==> src/design/tick_timer_pkg.sv <==
// Shared constants and types for the system tick timer
package tick_timer_pkg;

  // Register byte offsets
  localparam logic [7:0] OFF_CTRL     = 8'h00;
  localparam logic [7:0] OFF_RELOAD   = 8'h04;
  localparam logic [7:0] OFF_CURRENT  = 8'h08;
  localparam logic [7:0] OFF_IRQ_STAT = 8'h10;
  localparam logic [7:0] OFF_IRQ_MASK = 8'h14;

  // Control and status field positions
  localparam int BIT_ENABLE   = 0;
  localparam int BIT_IRQ_EN   = 1;
  localparam int BIT_CLK_SEL  = 2;
  localparam int BIT_ZERO_FLG = 16;

  // Interrupt status bit positions
  localparam int EVT_ZERO = 0;
  localparam int EVT_STOP = 1;
  localparam int N_EVT    = 2;

  // Widths and reset values
  localparam int          CNT_W       = 24;
  localparam logic [23:0] RELOAD_MAX  = 24'hFFFFFF;
  localparam logic [23:0] RELOAD_RST  = 24'h000000;
  localparam logic [1:0]  IRQ_MASK_RST = 2'h0;

  // AXI response codes
  localparam logic [1:0] RESP_OKAY   = 2'h0;
  localparam logic [1:0] RESP_SLVERR = 2'h2;

  typedef enum logic [2:0] {
    SEL_NONE     = 3'b000,
    SEL_CTRL     = 3'b001,
    SEL_RELOAD   = 3'b010,
    SEL_CURRENT  = 3'b011,
    SEL_IRQ_STAT = 3'b100,
    SEL_IRQ_MASK = 3'b101
  } reg_sel_t;

  typedef struct packed {
    logic clk_sel;
    logic irq_en;
    logic enable;
  } ctrl_t;

  localparam ctrl_t CTRL_RST = '{clk_sel: 1'b0, irq_en: 1'b0, enable: 1'b0};

  typedef struct packed {
    logic stop;
    logic zero;
  } evt_t;

endpackage

==> src/design/tick_down_counter.sv <==
// Down counter with wrap-value reload and zero-step pulses
`timescale 1ns/1ns
module tick_down_counter #(
  parameter int CNT_W = tick_timer_pkg::CNT_W
) (
  input  wire logic             ref_clk,   // Core clock
  input  wire logic             rst_n,     // Async reset, active low
  input  wire logic             run,       // Counter enable
  input  wire logic             irq_en,    // Pend tick on zero
  input  wire logic             halt,      // Core halted in debug
  input  wire logic             clear,     // Write to current value
  input  wire logic [CNT_W-1:0] reload,    // Wrap value
  output logic      [CNT_W-1:0] count,     // Current value
  output tick_timer_pkg::evt_t  evt,       // Registered event pulses
  output logic                  tick_pend  // Tick exception pulse
);
  logic [CNT_W-1:0] cnt_r;
  logic [CNT_W-1:0] cnt_nxt;
  logic             step_zero;
  logic             counting;

  initial begin
    if (CNT_W < 2 || CNT_W > 32) $error("CNT_W out of range");
  end

  assign counting = run && !halt && !clear;

  always_comb begin
    cnt_nxt   = cnt_r;
    step_zero = 1'b0;
    if (clear) begin
      cnt_nxt = '0;
    end else if (counting) begin
      if (cnt_r == '0) begin
        if (reload != '0) begin
          cnt_nxt = reload;
        end
      end else begin
        cnt_nxt   = cnt_r - CNT_W'(1);
        step_zero = (cnt_r == CNT_W'(1));
      end
    end
  end

  always_ff @(posedge ref_clk or negedge rst_n) begin
    if (!rst_n) begin
      cnt_r     <= '0;
      evt       <= '0;
      tick_pend <= 1'b0;
    end else begin
      cnt_r     <= cnt_nxt;
      evt.zero  <= step_zero;
      evt.stop  <= step_zero && (reload == '0);
      tick_pend <= step_zero && irq_en;
    end
  end

  assign count = cnt_r;
endmodule  // tick_down_counter

==> src/design/sticky_irq.sv <==
// Sticky event status with mask and level interrupt
`timescale 1ns/1ns
module sticky_irq #(
  parameter int N = tick_timer_pkg::N_EVT
) (
  input  wire logic         ref_clk,  // Core clock
  input  wire logic         rst_n,    // Async reset, active low
  input  wire logic [N-1:0] set,      // Event pulses
  input  wire logic         rd_clr,   // Status read clears all
  input  wire logic         mask_we,  // Mask write
  input  wire logic [N-1:0] mask_d,   // Mask write data
  output logic      [N-1:0] status,   // Sticky status
  output logic      [N-1:0] mask,     // Enable mask
  output logic              irq       // Level interrupt
);
  logic [N-1:0] stat_nxt;

  initial begin
    if (N < 1 || N > 32) $error("N out of range");
  end

  genvar i;
  generate
    for (i = 0; i < N; i++) begin : g_bit
      // Set wins over the read clear
      assign stat_nxt[i] = set[i] | (status[i] & ~rd_clr);
      always_ff @(posedge ref_clk or negedge rst_n) begin
        if (!rst_n) begin
          status[i] <= 1'b0;
        end else begin
          status[i] <= stat_nxt[i];
        end
      end
    end
  endgenerate

  always_ff @(posedge ref_clk or negedge rst_n) begin
    if (!rst_n) begin
      mask <= N'(tick_timer_pkg::IRQ_MASK_RST);
      irq  <= 1'b0;
    end else begin
      if (mask_we) begin
        mask <= mask_d;
      end
      irq <= |(stat_nxt & (mask_we ? mask_d : mask));
    end
  end
endmodule  // sticky_irq

==> src/design/system_tick_timer.sv <==
// System tick timer top with AXI4-Lite register slave
//
// Behaviour
// - 24-bit decrementing counter, wraps on zero, cleared by any current-value write.
// - When enabled, count to zero, load wrap value next edge, continue down.
// - A zero wrap value stops the counter at the next wrap.
// - Zero-reached flag sets whenever the counter reaches zero.
// - Reading control and status returns the zero-reached flag, then clears it.
// - Any write to current value clears counter and zero-reached flag.
// - Clearing through the current-value write never pends the tick exception.
// - Current-value read returns the count sampled at the access.
// - Counter holds while the core is halted in debug.
// - Reference is selectable, core clock or external, by the clock select.
// - Control/status register plus separate wrap-value and current-value registers.
// - No calibration register is implemented.
// - Tick interrupt enable at bit 1 pends the tick exception on zero.
// - Clock select at bit 2; external not built, so core clock always.
// - Wrap value in bits 23:0, period is value plus one clocks.
// - Enable at bit 0, zero-reached flag at bit 16; enable 0 stops.
//
// Design decisions made here: the address map and register access over AXI4-Lite.
`timescale 1ns/1ns
module system_tick_timer #(
  parameter int CNT_W  = tick_timer_pkg::CNT_W,
  parameter int ADDR_W = 8
) (
  input  wire logic              ref_clk,        // Core clock, 10 MHz
  input  wire logic              rst_n,          // Async reset, active low
  input  wire logic              debug_halted,   // Core halted in debug
  input  wire logic [ADDR_W-1:0] s_axi_awaddr,   // Write address
  input  wire logic              s_axi_awvalid,  // Write address valid
  output logic                   s_axi_awready,  // Write address ready
  input  wire logic [31:0]       s_axi_wdata,    // Write data
  input  wire logic [3:0]        s_axi_wstrb,    // Write byte strobes
  input  wire logic              s_axi_wvalid,   // Write data valid
  output logic                   s_axi_wready,   // Write data ready
  output logic [1:0]             s_axi_bresp,    // Write response
  output logic                   s_axi_bvalid,   // Write response valid
  input  wire logic              s_axi_bready,   // Write response ready
  input  wire logic [ADDR_W-1:0] s_axi_araddr,   // Read address
  input  wire logic              s_axi_arvalid,  // Read address valid
  output logic                   s_axi_arready,  // Read address ready
  output logic [31:0]            s_axi_rdata,    // Read data
  output logic [1:0]             s_axi_rresp,    // Read response
  output logic                   s_axi_rvalid,   // Read data valid
  input  wire logic              s_axi_rready,   // Read data ready
  output logic                   tick_pend,      // Tick exception pulse
  output logic                   irq             // Masked status interrupt
);

  initial begin
    if (CNT_W < 2 || CNT_W > tick_timer_pkg::CNT_W) $error("CNT_W out of range");
    if (ADDR_W < 5 || ADDR_W > 32) $error("ADDR_W out of range");
  end

  // Word decode shared by read and write paths
  function automatic tick_timer_pkg::reg_sel_t decode(input logic [ADDR_W-1:0] a);
    logic [7:0] off;
    off = 8'(a) & 8'hFC;
    if (a[ADDR_W-1:2] != (ADDR_W-2)'(off[7:2])) begin
      decode = tick_timer_pkg::SEL_NONE;
    end else begin
      case (off)
        tick_timer_pkg::OFF_CTRL:     decode = tick_timer_pkg::SEL_CTRL;
        tick_timer_pkg::OFF_RELOAD:   decode = tick_timer_pkg::SEL_RELOAD;
        tick_timer_pkg::OFF_CURRENT:  decode = tick_timer_pkg::SEL_CURRENT;
        tick_timer_pkg::OFF_IRQ_STAT: decode = tick_timer_pkg::SEL_IRQ_STAT;
        tick_timer_pkg::OFF_IRQ_MASK: decode = tick_timer_pkg::SEL_IRQ_MASK;
        default:                      decode = tick_timer_pkg::SEL_NONE;
      endcase
    end
  endfunction

  // Byte-lane merge of write data onto an old word
  function automatic logic [31:0] merge(input logic [31:0] old, input logic [31:0] d,
                                        input logic [3:0] strb);
    merge = old;
    for (int b = 0; b < 4; b++) begin
      if (strb[b]) begin
        merge[8*b +: 8] = d[8*b +: 8];
      end
    end
  endfunction

  // ---------------- Write channel ----------------
  logic [ADDR_W-1:0] aw_addr_r;
  logic              aw_got_r;
  logic [31:0]       w_data_r;
  logic [3:0]        w_strb_r;
  logic              w_got_r;
  wire               aw_hs = s_axi_awvalid && s_axi_awready;
  wire               w_hs  = s_axi_wvalid && s_axi_wready;
  wire               b_hs  = s_axi_bvalid && s_axi_bready;
  wire               wr_go = aw_got_r && w_got_r && !s_axi_bvalid;

  tick_timer_pkg::reg_sel_t wr_sel;
  assign wr_sel = decode(aw_addr_r);

  wire we_ctrl    = wr_go && (wr_sel == tick_timer_pkg::SEL_CTRL);
  wire we_reload  = wr_go && (wr_sel == tick_timer_pkg::SEL_RELOAD);
  wire we_current = wr_go && (wr_sel == tick_timer_pkg::SEL_CURRENT);
  wire we_mask    = wr_go && (wr_sel == tick_timer_pkg::SEL_IRQ_MASK);
  wire wr_bad     = (wr_sel == tick_timer_pkg::SEL_NONE);

  always_ff @(posedge ref_clk or negedge rst_n) begin
    if (!rst_n) begin
      aw_addr_r     <= '0;
      aw_got_r      <= 1'b0;
      s_axi_awready <= 1'b0;
    end else begin
      if (aw_hs) begin
        aw_addr_r <= s_axi_awaddr;
      end
      aw_got_r      <= aw_hs || (aw_got_r && !wr_go);
      s_axi_awready <= !aw_hs && !aw_got_r && (!s_axi_bvalid || b_hs);
    end
  end

  always_ff @(posedge ref_clk or negedge rst_n) begin
    if (!rst_n) begin
      w_data_r     <= '0;
      w_strb_r     <= '0;
      w_got_r      <= 1'b0;
      s_axi_wready <= 1'b0;
    end else begin
      if (w_hs) begin
        w_data_r <= s_axi_wdata;
        w_strb_r <= s_axi_wstrb;
      end
      w_got_r      <= w_hs || (w_got_r && !wr_go);
      s_axi_wready <= !w_hs && !w_got_r && (!s_axi_bvalid || b_hs);
    end
  end

  always_ff @(posedge ref_clk or negedge rst_n) begin
    if (!rst_n) begin
      s_axi_bvalid <= 1'b0;
      s_axi_bresp  <= tick_timer_pkg::RESP_OKAY;
    end else begin
      if (wr_go) begin
        s_axi_bvalid <= 1'b1;
        s_axi_bresp  <= wr_bad ? tick_timer_pkg::RESP_SLVERR : tick_timer_pkg::RESP_OKAY;
      end else if (b_hs) begin
        s_axi_bvalid <= 1'b0;
      end
    end
  end

  // ---------------- Control, wrap value ----------------
  tick_timer_pkg::ctrl_t ctrl_r;
  logic [CNT_W-1:0]      reload_r;
  logic                  zero_flag_r;
  wire  [31:0]           ctrl_word;
  wire  [31:0]           ctrl_new   = merge(ctrl_word, w_data_r, w_strb_r);
  wire  [31:0]           reload_new = merge(32'(reload_r), w_data_r, w_strb_r);

  always_ff @(posedge ref_clk or negedge rst_n) begin
    if (!rst_n) begin
      ctrl_r   <= tick_timer_pkg::CTRL_RST;
      reload_r <= CNT_W'(tick_timer_pkg::RELOAD_RST);
    end else begin
      if (we_ctrl) begin
        ctrl_r.enable  <= ctrl_new[tick_timer_pkg::BIT_ENABLE];
        ctrl_r.irq_en  <= ctrl_new[tick_timer_pkg::BIT_IRQ_EN];
        ctrl_r.clk_sel <= ctrl_new[tick_timer_pkg::BIT_CLK_SEL];
      end
      if (we_reload) begin
        reload_r <= reload_new[CNT_W-1:0];
      end
    end
  end

  // ---------------- Read channel ----------------
  wire ar_hs = s_axi_arvalid && s_axi_arready;
  wire r_hs  = s_axi_rvalid && s_axi_rready;

  tick_timer_pkg::reg_sel_t rd_sel;
  assign rd_sel = decode(s_axi_araddr);

  wire rd_ctrl = ar_hs && (rd_sel == tick_timer_pkg::SEL_CTRL);
  wire rd_stat = ar_hs && (rd_sel == tick_timer_pkg::SEL_IRQ_STAT);

  // ---------------- Counter and events ----------------
  logic [CNT_W-1:0]     count;
  tick_timer_pkg::evt_t evt;
  logic [1:0]           irq_status;
  logic [1:0]           irq_mask;

  // External reference is absent, so either select runs on the core clock
  tick_down_counter #(
    .CNT_W (CNT_W)
  ) u_counter (
    .ref_clk   (ref_clk),
    .rst_n     (rst_n),
    .run       (ctrl_r.enable),
    .irq_en    (ctrl_r.irq_en),
    .halt      (debug_halted),
    .clear     (we_current),
    .reload    (reload_r),
    .count     (count),
    .evt       (evt),
    .tick_pend (tick_pend)
  );

  // Flag set wins over the read and the current-value clear
  always_ff @(posedge ref_clk or negedge rst_n) begin
    if (!rst_n) begin
      zero_flag_r <= 1'b0;
    end else if (evt.zero) begin
      zero_flag_r <= 1'b1;
    end else if (rd_ctrl || we_current) begin
      zero_flag_r <= 1'b0;
    end
  end

  sticky_irq #(
    .N (tick_timer_pkg::N_EVT)
  ) u_irq (
    .ref_clk (ref_clk),
    .rst_n   (rst_n),
    .set     ({evt.stop, evt.zero}),
    .rd_clr  (rd_stat),
    .mask_we (we_mask),
    .mask_d  (w_data_r[1:0]),
    .status  (irq_status),
    .mask    (irq_mask),
    .irq     (irq)
  );

  // ---------------- Read data ----------------
  assign ctrl_word = (32'(zero_flag_r) << tick_timer_pkg::BIT_ZERO_FLG)
                   | (32'(ctrl_r.clk_sel) << tick_timer_pkg::BIT_CLK_SEL)
                   | (32'(ctrl_r.irq_en) << tick_timer_pkg::BIT_IRQ_EN)
                   | (32'(ctrl_r.enable) << tick_timer_pkg::BIT_ENABLE);

  logic [31:0] rd_word;
  always_comb begin
    case (rd_sel)
      tick_timer_pkg::SEL_CTRL:     rd_word = ctrl_word;
      tick_timer_pkg::SEL_RELOAD:   rd_word = 32'(reload_r);
      tick_timer_pkg::SEL_CURRENT:  rd_word = 32'(count);
      tick_timer_pkg::SEL_IRQ_STAT: rd_word = 32'(irq_status);
      tick_timer_pkg::SEL_IRQ_MASK: rd_word = 32'(irq_mask);
      default:                      rd_word = 32'h00000000;
    endcase
  end

  always_ff @(posedge ref_clk or negedge rst_n) begin
    if (!rst_n) begin
      s_axi_arready <= 1'b0;
      s_axi_rvalid  <= 1'b0;
      s_axi_rdata   <= 32'h00000000;
      s_axi_rresp   <= tick_timer_pkg::RESP_OKAY;
    end else begin
      s_axi_arready <= !ar_hs && (!s_axi_rvalid || r_hs);
      if (ar_hs) begin
        s_axi_rvalid <= 1'b1;
        s_axi_rdata  <= rd_word;
        s_axi_rresp  <= (rd_sel == tick_timer_pkg::SEL_NONE) ?
                        tick_timer_pkg::RESP_SLVERR : tick_timer_pkg::RESP_OKAY;
      end else if (r_hs) begin
        s_axi_rvalid <= 1'b0;
      end
    end
  end

endmodule  // system_tick_timer

==> config.mk <==
export PLATFORM = sky130hd
export DESIGN_NAME = system_tick_timer
export DESIGN_NICKNAME = d
export VERILOG_FILES = /design/src/design/tick_timer_pkg.sv /design/src/design/tick_down_counter.sv /design/src/design/sticky_irq.sv /design/src/design/system_tick_timer.sv
export SDC_FILE = /design/constraint.sdc
export NUM_CORES = 1
export LEC_CHECK = 0
export ABC_CLOCK_PERIOD_IN_PS = 4800
export BUFFER_PORTS_ARGS = -buffer_cell sky130_fd_sc_hd__buf_2
export CORE_AREA = 3 3 159 161
export DETAILED_ROUTE_END_ITERATION = 8
export DIE_AREA = 0 0 162 164
export PLACE_DENSITY = 0.41
export SETUP_SLACK_MARGIN = 0.15
export SKIP_CTS_REPAIR_TIMING = 1
export SLEW_MARGIN = 25
export SYNTH_ARGS = -nofsm -noshare
export SYNTH_HDL_FRONTEND = slang
export SYNTH_SLANG_ARGS = --single-unit
==> constraint.sdc <==
create_clock -name ref_clk -period 4.8 [get_ports ref_clk]
set_clock_uncertainty 0.05 [all_clocks]
set_input_delay 0.48 -clock ref_clk [delete_from_list [all_inputs] [get_ports ref_clk]]
set_output_delay 0.48 -clock ref_clk [all_outputs]
set_load 0.1 [all_outputs]
Yosys cells after proc, flatten, opt, wreduce, memory -nomap -nowiden --
Cells that the tools add are included.
Cells by class: multiplexer cells 20, add/subtract/negate cells 1, equality and inequality tests 19, reductions and logical operators 55, bitwise gates (word level) 9
Operators with widths (count):
- 24-bit case mux with 5 select lines | 1
- 24-bit two-way mux | 4
- 24-bit zero test | 2
- 3-bit case mux with 5 select lines | 2
- 24-bit by 1-bit equality test with 1-bit output (second input constant) | 1
- 6-bit by 3-bit equality test with 1-bit output (second input constant) | 4
- 1-bit logical AND | 24
- 24-bit nonzero test | 1
- 24-bit by 1-bit subtractor with 24-bit output (second input constant) | 1
- 17-bit by 1-bit OR with 17-bit output | 1
- 17-bit by 2-bit OR with 17-bit output | 1
- 17-bit by 3-bit OR with 17-bit output | 1
- 8-bit zero test | 2
- 3-bit by 2-bit equality test with 1-bit output (second input constant) | 4
- 6-bit by 1-bit equality test with 1-bit output (second input constant) | 2
- 6-bit by 2-bit equality test with 1-bit output (second input constant) | 2
- 1-bit zero test | 10
- 3-bit equality test (second input constant) | 3
- 1-bit two-way mux | 9
- 2-bit AND reduction | 4
- 2-bit nonzero test | 4
- 3-bit by 1-bit equality test with 1-bit output (second input constant) | 2
- 3-bit zero test | 2
- 2-bit two-way mux | 3
- other kinds (8) | 14
Word-level totals: flip-flop bits (word level) 138, output and inout port bits 43, bits of input ports 60

Logic depth before layout (Yosys ltp) --
Gate-level depths: netlist of run 1.
depth after elaboration 9, depth in mapped cells 9, gate-level depth less buffers 8

Hierarchy --
From an unflattened synthesis of run 1, not the netlist that was laid out.
Unflattened totals: cell total of the unflattened synthesis 578, area total of the unflattened synthesis 6322.3 sq um
By module, submodules not included:
- system_tick_timer | cells each 305, times used 1, area an instance 3911.3 sq um, sequential area each 2352.3 sq um
- tick_down_counter | cells each 262, times used 1, area an instance 2228.4 sq um, sequential area each 675.6 sq um
- sticky_irq | cells each 11, times used 1, area an instance 182.7 sq um, sequential area each 125.1 sq um

Worst setup path after synthesis of run 1 --
OpenSTA, ideal clock, no wires.
path type register -> register, from register s_axi_bvalid, to register u_counter.tick_pend, cell stages (with the launch flop) 8, arrival 2.306 ns, clock period less this slack 2.421 ns, slack 2.379 ns, data required time 4.684 ns, buffers on the path 1, path through dfrtp_1 > and3b_1 > clkbuf_1 > nand4_2 > nand2_1 > or3_1 > nor2_1 > and2_1
On the way: cells in the longest elaborated chain, start to end 8
RTL lines:
- start, declared | RTL line system_tick_timer.sv:38 | output logic s_axi_bvalid,
- start signal, assigned | RTL line system_tick_timer.sv:137 | s_axi_bvalid <= 1'b0;
- start signal, assigned | RTL line system_tick_timer.sv:141 | s_axi_bvalid <= 1'b1;
- start signal, assigned | RTL line system_tick_timer.sv:144 | s_axi_bvalid <= 1'b0;
- 1-bit zero test * | RTL line system_tick_timer.sv:94 | wire wr_go = aw_got_r && w_got_r && !s_axi_bvalid;
- 1-bit logical AND * | RTL line system_tick_timer.sv:94
- 1-bit logical AND * | RTL line system_tick_timer.sv:101 | wire we_current = wr_go && (wr_sel == tick_timer_pkg::SEL_CURRENT);
- 1-bit zero test | RTL line tick_down_counter.sv:26 | assign counting = run && !halt && !clear;
- 1-bit logical AND | RTL line tick_down_counter.sv:26
- 1-bit two-way mux | RTL line tick_down_counter.sv:33 | end else if (counting) begin
- 1-bit two-way mux * | RTL line tick_down_counter.sv:31 | if (clear) begin
- via u_counter.step_zero | RTL line tick_down_counter.sv:19 | logic step_zero;
- 1-bit logical AND * | RTL line tick_down_counter.sv:54 | tick_pend <= step_zero && irq_en;
- end signal, assigned | RTL line tick_down_counter.sv:54
- end, declared | RTL line tick_down_counter.sv:15 | output logic tick_pend
Mark *: on every way through the listed nets, which the timed path passes. The rest lies on a longest branch. A chain may end at the register's enable or synchronous reset.

Final worst setup path of run 1 --
from register u_counter.cnt_r[14] (netlist: u_counter.count[14]), to register u_counter.cnt_r[8] (netlist: u_counter.count[8])
On the way: cells in the longest elaborated chain, start to end 4
RTL lines:
- start, declared | RTL line tick_down_counter.sv:17 | logic [CNT_W-1:0] cnt_r;
- start signal, assigned | RTL line tick_down_counter.sv:51 | cnt_r <= cnt_nxt;
- 24-bit zero test * | RTL line tick_down_counter.sv:34 | if (cnt_r == '0) begin
- 24-bit two-way mux | RTL line tick_down_counter.sv:34
- 24-bit two-way mux | RTL line tick_down_counter.sv:33
- 24-bit two-way mux | RTL line tick_down_counter.sv:31
Every way passes the cells marked *; elsewhere a longest branch is shown, timed or not. The select of a mux whose other input is x is not followed.

==> results of run 1 <==
cell type report:
type                       count  area (um^2)
clock buffer                  17          425
clock inverter                15          189
fill                        2559        16900
inverter                       6         22.5
multi-input combinational    378         2620
sequential                   126         3150
tap                          324          405
timing repair buffer          84          435
worst max-delay path: cells and delay by family, from the launching register on:
kind / cells / cell delay, ns
AO/OA/AOI/OAI: 2 / 0.24
buffers and inverters: 1 / 0.36
flip-flops: 1 / 0.44
AND/OR/NAND/NOR: 4 / 1.54
how the worst min path moves through the flow:
stage                                     from                         to
finish                                   rst_n   w_data_r[17]$_DFFE_PN0P_
global route                             rst_n   reload_r[18]$_DFFE_PN0P_
CTS                                      rst_n   w_data_r[17]$_DFFE_PN0P_
detailed placement  u_counter.evt[1]$_DFF_PN0_  u_irq.status[1]$_DFF_PN0_
global placement            aw_got_r$_DFF_PN0_    s_axi_awready$_DFF_PN0_
floorplan                                rst_n   aw_addr_r[2]$_DFFE_PN0P_
power by group through the flow:
stage / sequential (mW) / clock, mW / combinational [mW]
2_1_floorplan: 1.63 / 0 / 0.644
3_3_place_gp: 1.61 / 0 / 0.967
3_5_place_dp: 1.62 / 0 / 0.987
4_1_cts: 1.60 / 1.38 / 0.990
5_1_grt: 1.64 / 1.42 / 1.08
6_report: 1.60 / 1.34 / 0.969
synth_stat cells, drive strengths merged (3+ instances only):
cell type / number / share of area
a21o: 3 / 0.0038
a21oi: 30 / 0.025
a22o: 4 / 0.0059
a22oi: 23 / 0.029
and2: 9 / 0.0095
buf: 21 / 0.024
clkbuf: 14 / 0.0088
dfrtp: 126 / 0.53
ha: 3 / 0.0063
inv: 6 / 0.0038
mux2: 66 / 0.12
mux2i: 5 / 0.0084
nand2: 48 / 0.032
nand2b: 4 / 0.0042
nand3: 7 / 0.0059
nand4: 4 / 0.0063
nor2: 27 / 0.021
nor2b: 4 / 0.0042
nor3: 14 / 0.015
nor3b: 3 / 0.0038
nor4: 13 / 0.016
nor4b: 3 / 0.0055
o21ai: 55 / 0.047
o22ai: 7 / 0.0074
or3: 7 / 0.0082
logic make-up (layout without fill, tap and decap cells):
group / Yosys count / in the layout / synth area share
DFF: 126 / 126 / 0.530
muxes: 71 / 71 / 0.133
and+or+nand+nor: 155 / 155 / 0.148
other: 1 / 10 / 0.000630
AOI/OAI and AO/OA: 139 / 139 / 0.145
buffers and inverters: 41 / 122 / 0.0368
adders and majority gates: 3 / 3 / 0.00631
per-layer routing:
layer,track usage,up-vias
met2,0.188,130
met3,0.0310,13
met4,0.0450,0
met5,0,-
li1,-,2122
met1,0.194,2226
registers in the layout (all words and copies together) (netlist names), 2 cells and up:
signal,flops
aw_addr_r,6
ctrl_r,3
reload_r,24
s_axi_rdata,24
u_counter.count,24
u_counter.evt,2
u_irq.mask,2
u_irq.status,2
w_data_r,24
w_strb_r,3
==> impl_metrics.toml, run 1 <==
[global_routing]
grt_max_degree = 56
grt_usage = 0.131
overflow = 0
antenna_found_initial = 0
grt_pass1_vias = 4711
grt_pass1_wl_um = 27000

[drt]
routed_wl_um = 16600
wl_met2_um = 7170
via_count = 4491
met1Wirelength_um = 8340
drt_iter0_drc = 232
routed_via_density = 4.73
firstDrtPassIters = 4
dr_wl_met3_um = 893
drc_errors = 0
routedWlPerCell_um = 17.5
final_antenna_net_count = 0
top_layer_used = "met4"

[worst_setup_path]
crit_arrival_ns = 3.00
ff2ff_path_depth = 7
reg2reg_setup_slack_ns = 2.07
max_stage_delay_ns = 0.60
critPathMaxFanout = 20
worstPathRequired_ns = 5.07
timing.rr.start = "u_counter.count[14]$_DFFE_PN0P_"
slowest_stage = "nor3_4"
endpoint_kind = "flop"
timing.rr.end = "u_counter.count[8]$_DFFE_PN0P_"
endpoint = "u_counter.count[8]$_DFFE_PN0P_"
startpoint_type = "flop"
crit_type = "reg2reg"
startpoint = "u_counter.count[14]$_DFFE_PN0P_"
worstPathCellList = "nor3_2 -> nand4_2 -> nor3_4 -> buf_4 -> and2_1 -> a32oi_1 -> o21ai_0"

[final_layout]
instances_no_fill = 950
layout.nets = 676
drive_gt1_frac = 0.318
utilization = 0.301
final_area_mm2 = 0.00725
layout_commonest_cell = "dfrtp_1"
antenna_cells = 0
area_growth_pct = 21.9
layout_common_cells = "dfrtp_1 (126), buf_2 (78), mux2_2 (66)"

[power_and_ir_drop]
power.total_mw = 3.90
clock_power_share = 0.342
power.leakage_nw = 3.27
seqPwrFrac = 0.410
p_int_mw = 2.53
power.density_mw_per_mm2 = 538
ir_drop_uv = 370
combPwrFrac = 0.248
p_sw_frac = 0.352
p_sw_mw = 1.37

[timing]
setup_violations = 0
hold_viol_final = 0
fmax_ghz = 0.366
setup_ws_ns = 2.07
min_period_over_period = 0.568
maxSlewViolCount = 0
layout_min_cycle_time_ns = 2.73
worst_hold_slack_ns = 0.0621
relSlewSlack = 0.416
setup_tns_ns = 0
worstMarginPinSlew_ns = 0.873
rsz0062_at_grt = "no"

[logic_synthesis]
synth_flop_cell = "dfrtp_1"
ys_seq_area_frac = 0.530
netlist_area_mm2 = 0.00595
async_reset_ff_frac = 1.00
syn-instance-count = 536
yosysUniqueCellTypes = 59
synth_edf_count = 0
ys_seq_elements = 126
avgSynthCellArea_um2 = 11.1
yosys_warnings = 0

[floorplan]
core_mm2 = 0.0241
initial_core_util = 0.247
die_area_mm2 = 0.0266
row_count = 57
fp.dieH_um = 164
pin_count = 103
die_width_um = 162

[run_status]
status = "completed"

[cts]
clk_path_buf_depth = 2
clock_latency_ns = 0.42
h-tree-depth = 4
tritoncts = "built"
clockRootBuffer = "clkbuf_16"
numCtsBuffers = 17
cts.sinks = 126
clkTransAtPathRegs_ns = 0.06

[placement]
place_congestion = 0.851
placed_cell_area_mm2 = 0.00664
detailed_place_hpwl_um = 12200
dp_slack_ns = 1.80
port_buffers = 79
dp.cells = 918

[min_path]
hp-class = "in2async"

[run]
maxCapViolations = 0
No activity file was read; power rests on OpenSTA's default activity.
==> run 2, diff against run 1 <==
--- a/config.mk
+++ b/config.mk
@@ -5,12 +5,12 @@
 export SDC_FILE = /design/constraint.sdc
 export NUM_CORES = 1
 export LEC_CHECK = 0
-export ABC_CLOCK_PERIOD_IN_PS = 4800
+export ABC_CLOCK_PERIOD_IN_PS = 2300
 export BUFFER_PORTS_ARGS = -buffer_cell sky130_fd_sc_hd__buf_2
 export CORE_AREA = 3 3 159 161
 export DETAILED_ROUTE_END_ITERATION = 8
 export DIE_AREA = 0 0 162 164
-export PLACE_DENSITY = 0.41
+export PLACE_DENSITY = 0.43
 export SETUP_SLACK_MARGIN = 0.15
 export SKIP_CTS_REPAIR_TIMING = 1
 export SLEW_MARGIN = 25
==> constraint.sdc (replaced) <==
create_clock -name ref_clk -period 2.3 [get_ports ref_clk]
set_clock_uncertainty 0.05 [all_clocks]
set_input_delay 0.23 -clock ref_clk [delete_from_list [all_inputs] [get_ports ref_clk]]
set_output_delay 0.23 -clock ref_clk [all_outputs]
set_load 0.1 [all_outputs]
==> impl_metrics.toml, run 2 (synthesis gave the netlist of run 1 again) <==
[final_layout]
layout_commonest_cell = "dfrtp_1"
layout.nets = 750
layout_common_cells = "dfrtp_1 (124), buf_2 (79), mux2_2 (66)"
drive_gt1_frac = 0.369
antenna_cells = 0
area_growth_pct = 35.7

[timing]
setup_violations = 0
maxSlewViolCount = 0
layout_min_cycle_time_ns = 2.10
min_period_over_period = 0.914
fmax_ghz = 0.476
rsz0062_at_grt = "yes"
setup_tns_ns = 0
relSlewSlack = 0.617
hold_viol_final = 0
worstMarginPinSlew_ns = 0.574

[floorplan]
row_count = 57
pin_count = 103
die_width_um = 162
core_mm2 = 0.0241
fp.dieH_um = 164
die_area_mm2 = 0.0266
initial_core_util = 0.247

[placement]
port_buffers = 79
detailed_place_hpwl_um = 12800
place_congestion = 0.831

[drt]
drc_errors = 0
firstDrtPassIters = 4
routedWlPerCell_um = 17.2
routed_wl_um = 17600
final_antenna_net_count = 0
drt_iter0_drc = 254
via_count = 4778
routed_via_density = 4.67

[cts]
h-tree-depth = 4
numCtsBuffers = 17
clkTransAtPathRegs_ns = 0.06
clock_latency_ns = 0.41
tritoncts = "built"
clk_path_buf_depth = 2
clockRootBuffer = "clkbuf_16"
cts.sinks = 126

[power_and_ir_drop]
power.leakage_nw = 3.71
power.density_mw_per_mm2 = 1110
ir_drop_uv = 794
power.total_mw = 9.00

[global_routing]
grt_max_degree = 45
antenna_found_initial = 0
overflow = 0
grt_pass1_vias = 4711
met2_usage = 0.187
grt_pass1_wl_um = 26800
grt_usage = 0.131
grt_busiest_layer = "met1"
use_met3 = 0.0391
grt_util_met1 = 0.191

[worst_setup_path]
max_stage_delay_ns = 0.46
slowest_stage = "dfrtp_1"
endpoint_kind = "flop"
worstPathRequired_ns = 2.58
crit_type = "reg2reg"
startpoint_type = "flop"
critPathMaxFanout = 5
worstPathCellList = "nor4_1 -> nand4_1 -> nand3b_1 -> buf_4 -> o21ai_4 -> a21oi_1 -> o22ai_1"
crit_arrival_ns = 2.38

[run_status]
status = "completed"

[run]
maxCapViolations = 0

[min_path]
hp-class = "in2reg"
## run 2: cell types whose count changed in the layout (fill, tap and decap cells not counted), moves of 3 or more
cell,delta
buf_4,+39
clkinv_4,-3
and2_1,-3
dlygate4sd3_1,+25
buf_12,+7
## run 2: final cells by class
type / count / area, um^2
fillers: 2515 / 16000
flip-flops and latches: 126 / 3160
multi-input cells: 378 / 2680
repair buffers: 158 / 1160
clock buffers: 18 / 439
well taps: 324 / 405
clock inverters: 13 / 213
inverters: 6 / 22.5
## run 2: worst paths after layout
kind / startpoint / endpoint / slack [ns] / cells past startpoint
max in group asynchronous: rst_n / reload_r[1]$_DFFE_PN0P_ / 1.24 / 3
worst max-delay path: reload_r[10]$_DFFE_PN0P_ / u_counter.count[4]$_DFFE_PN0P_ / 0.20 / 7
worst min register to register: u_counter.evt[1]$_DFF_PN0_ / u_irq.status[1]$_DFF_PN0_ / 0.42 / 1
min in group asynchronous: rst_n / s_axi_rvalid$_DFFE_PN0P_ / 0.30 / 2
worst max register to register: reload_r[10]$_DFFE_PN0P_ / u_counter.count[4]$_DFFE_PN0P_ / 0.20 / 7
worst min-delay path: s_axi_wdata[3] / w_data_r[3]$_DFFE_PN0P_ / 0.003 / 2
## run 2: worst max-delay path: cells and delay by family, from the launching register on
kind,cells,cell delay (ns)
flops,1,0.46
simple gates,3,0.85
compound gates,3,0.43
buf+inv,1,0.21
## run 2: power breakdown
| part | internal [mW] | total (mW) | switching, mW |
|---|---|---|---|
| logic | 1.24 | 2.71 | 1.46 |
| registers | 2.78 | 3.31 | 0.528 |
| clock network | 1.95 | 2.98 | 1.03 |
## run 2: routing by layer
layer  vias to the layer above  part of all wire
li1                       2260                 -
met1                      2345              0.50
met2                       159              0.43
met3                        14             0.064
met4                         0             0.014
met5                         -                 0
## run 2: through the flow
step                hold WS (ns)  cell area (um^2)  worst slack (ns)  std cells  utilization
floorplan                 -0.116              5990             0.158        545            -
global placement           0.203              6990             0.138        954        0.290
detailed placement         0.210              6990            0.0857        954        0.290
CTS                       -0.246              7640            0.0806        985        0.317
global route             0.00229              8080             0.113       1023        0.335
finish                   0.00269              8080             0.197       1023        0.335
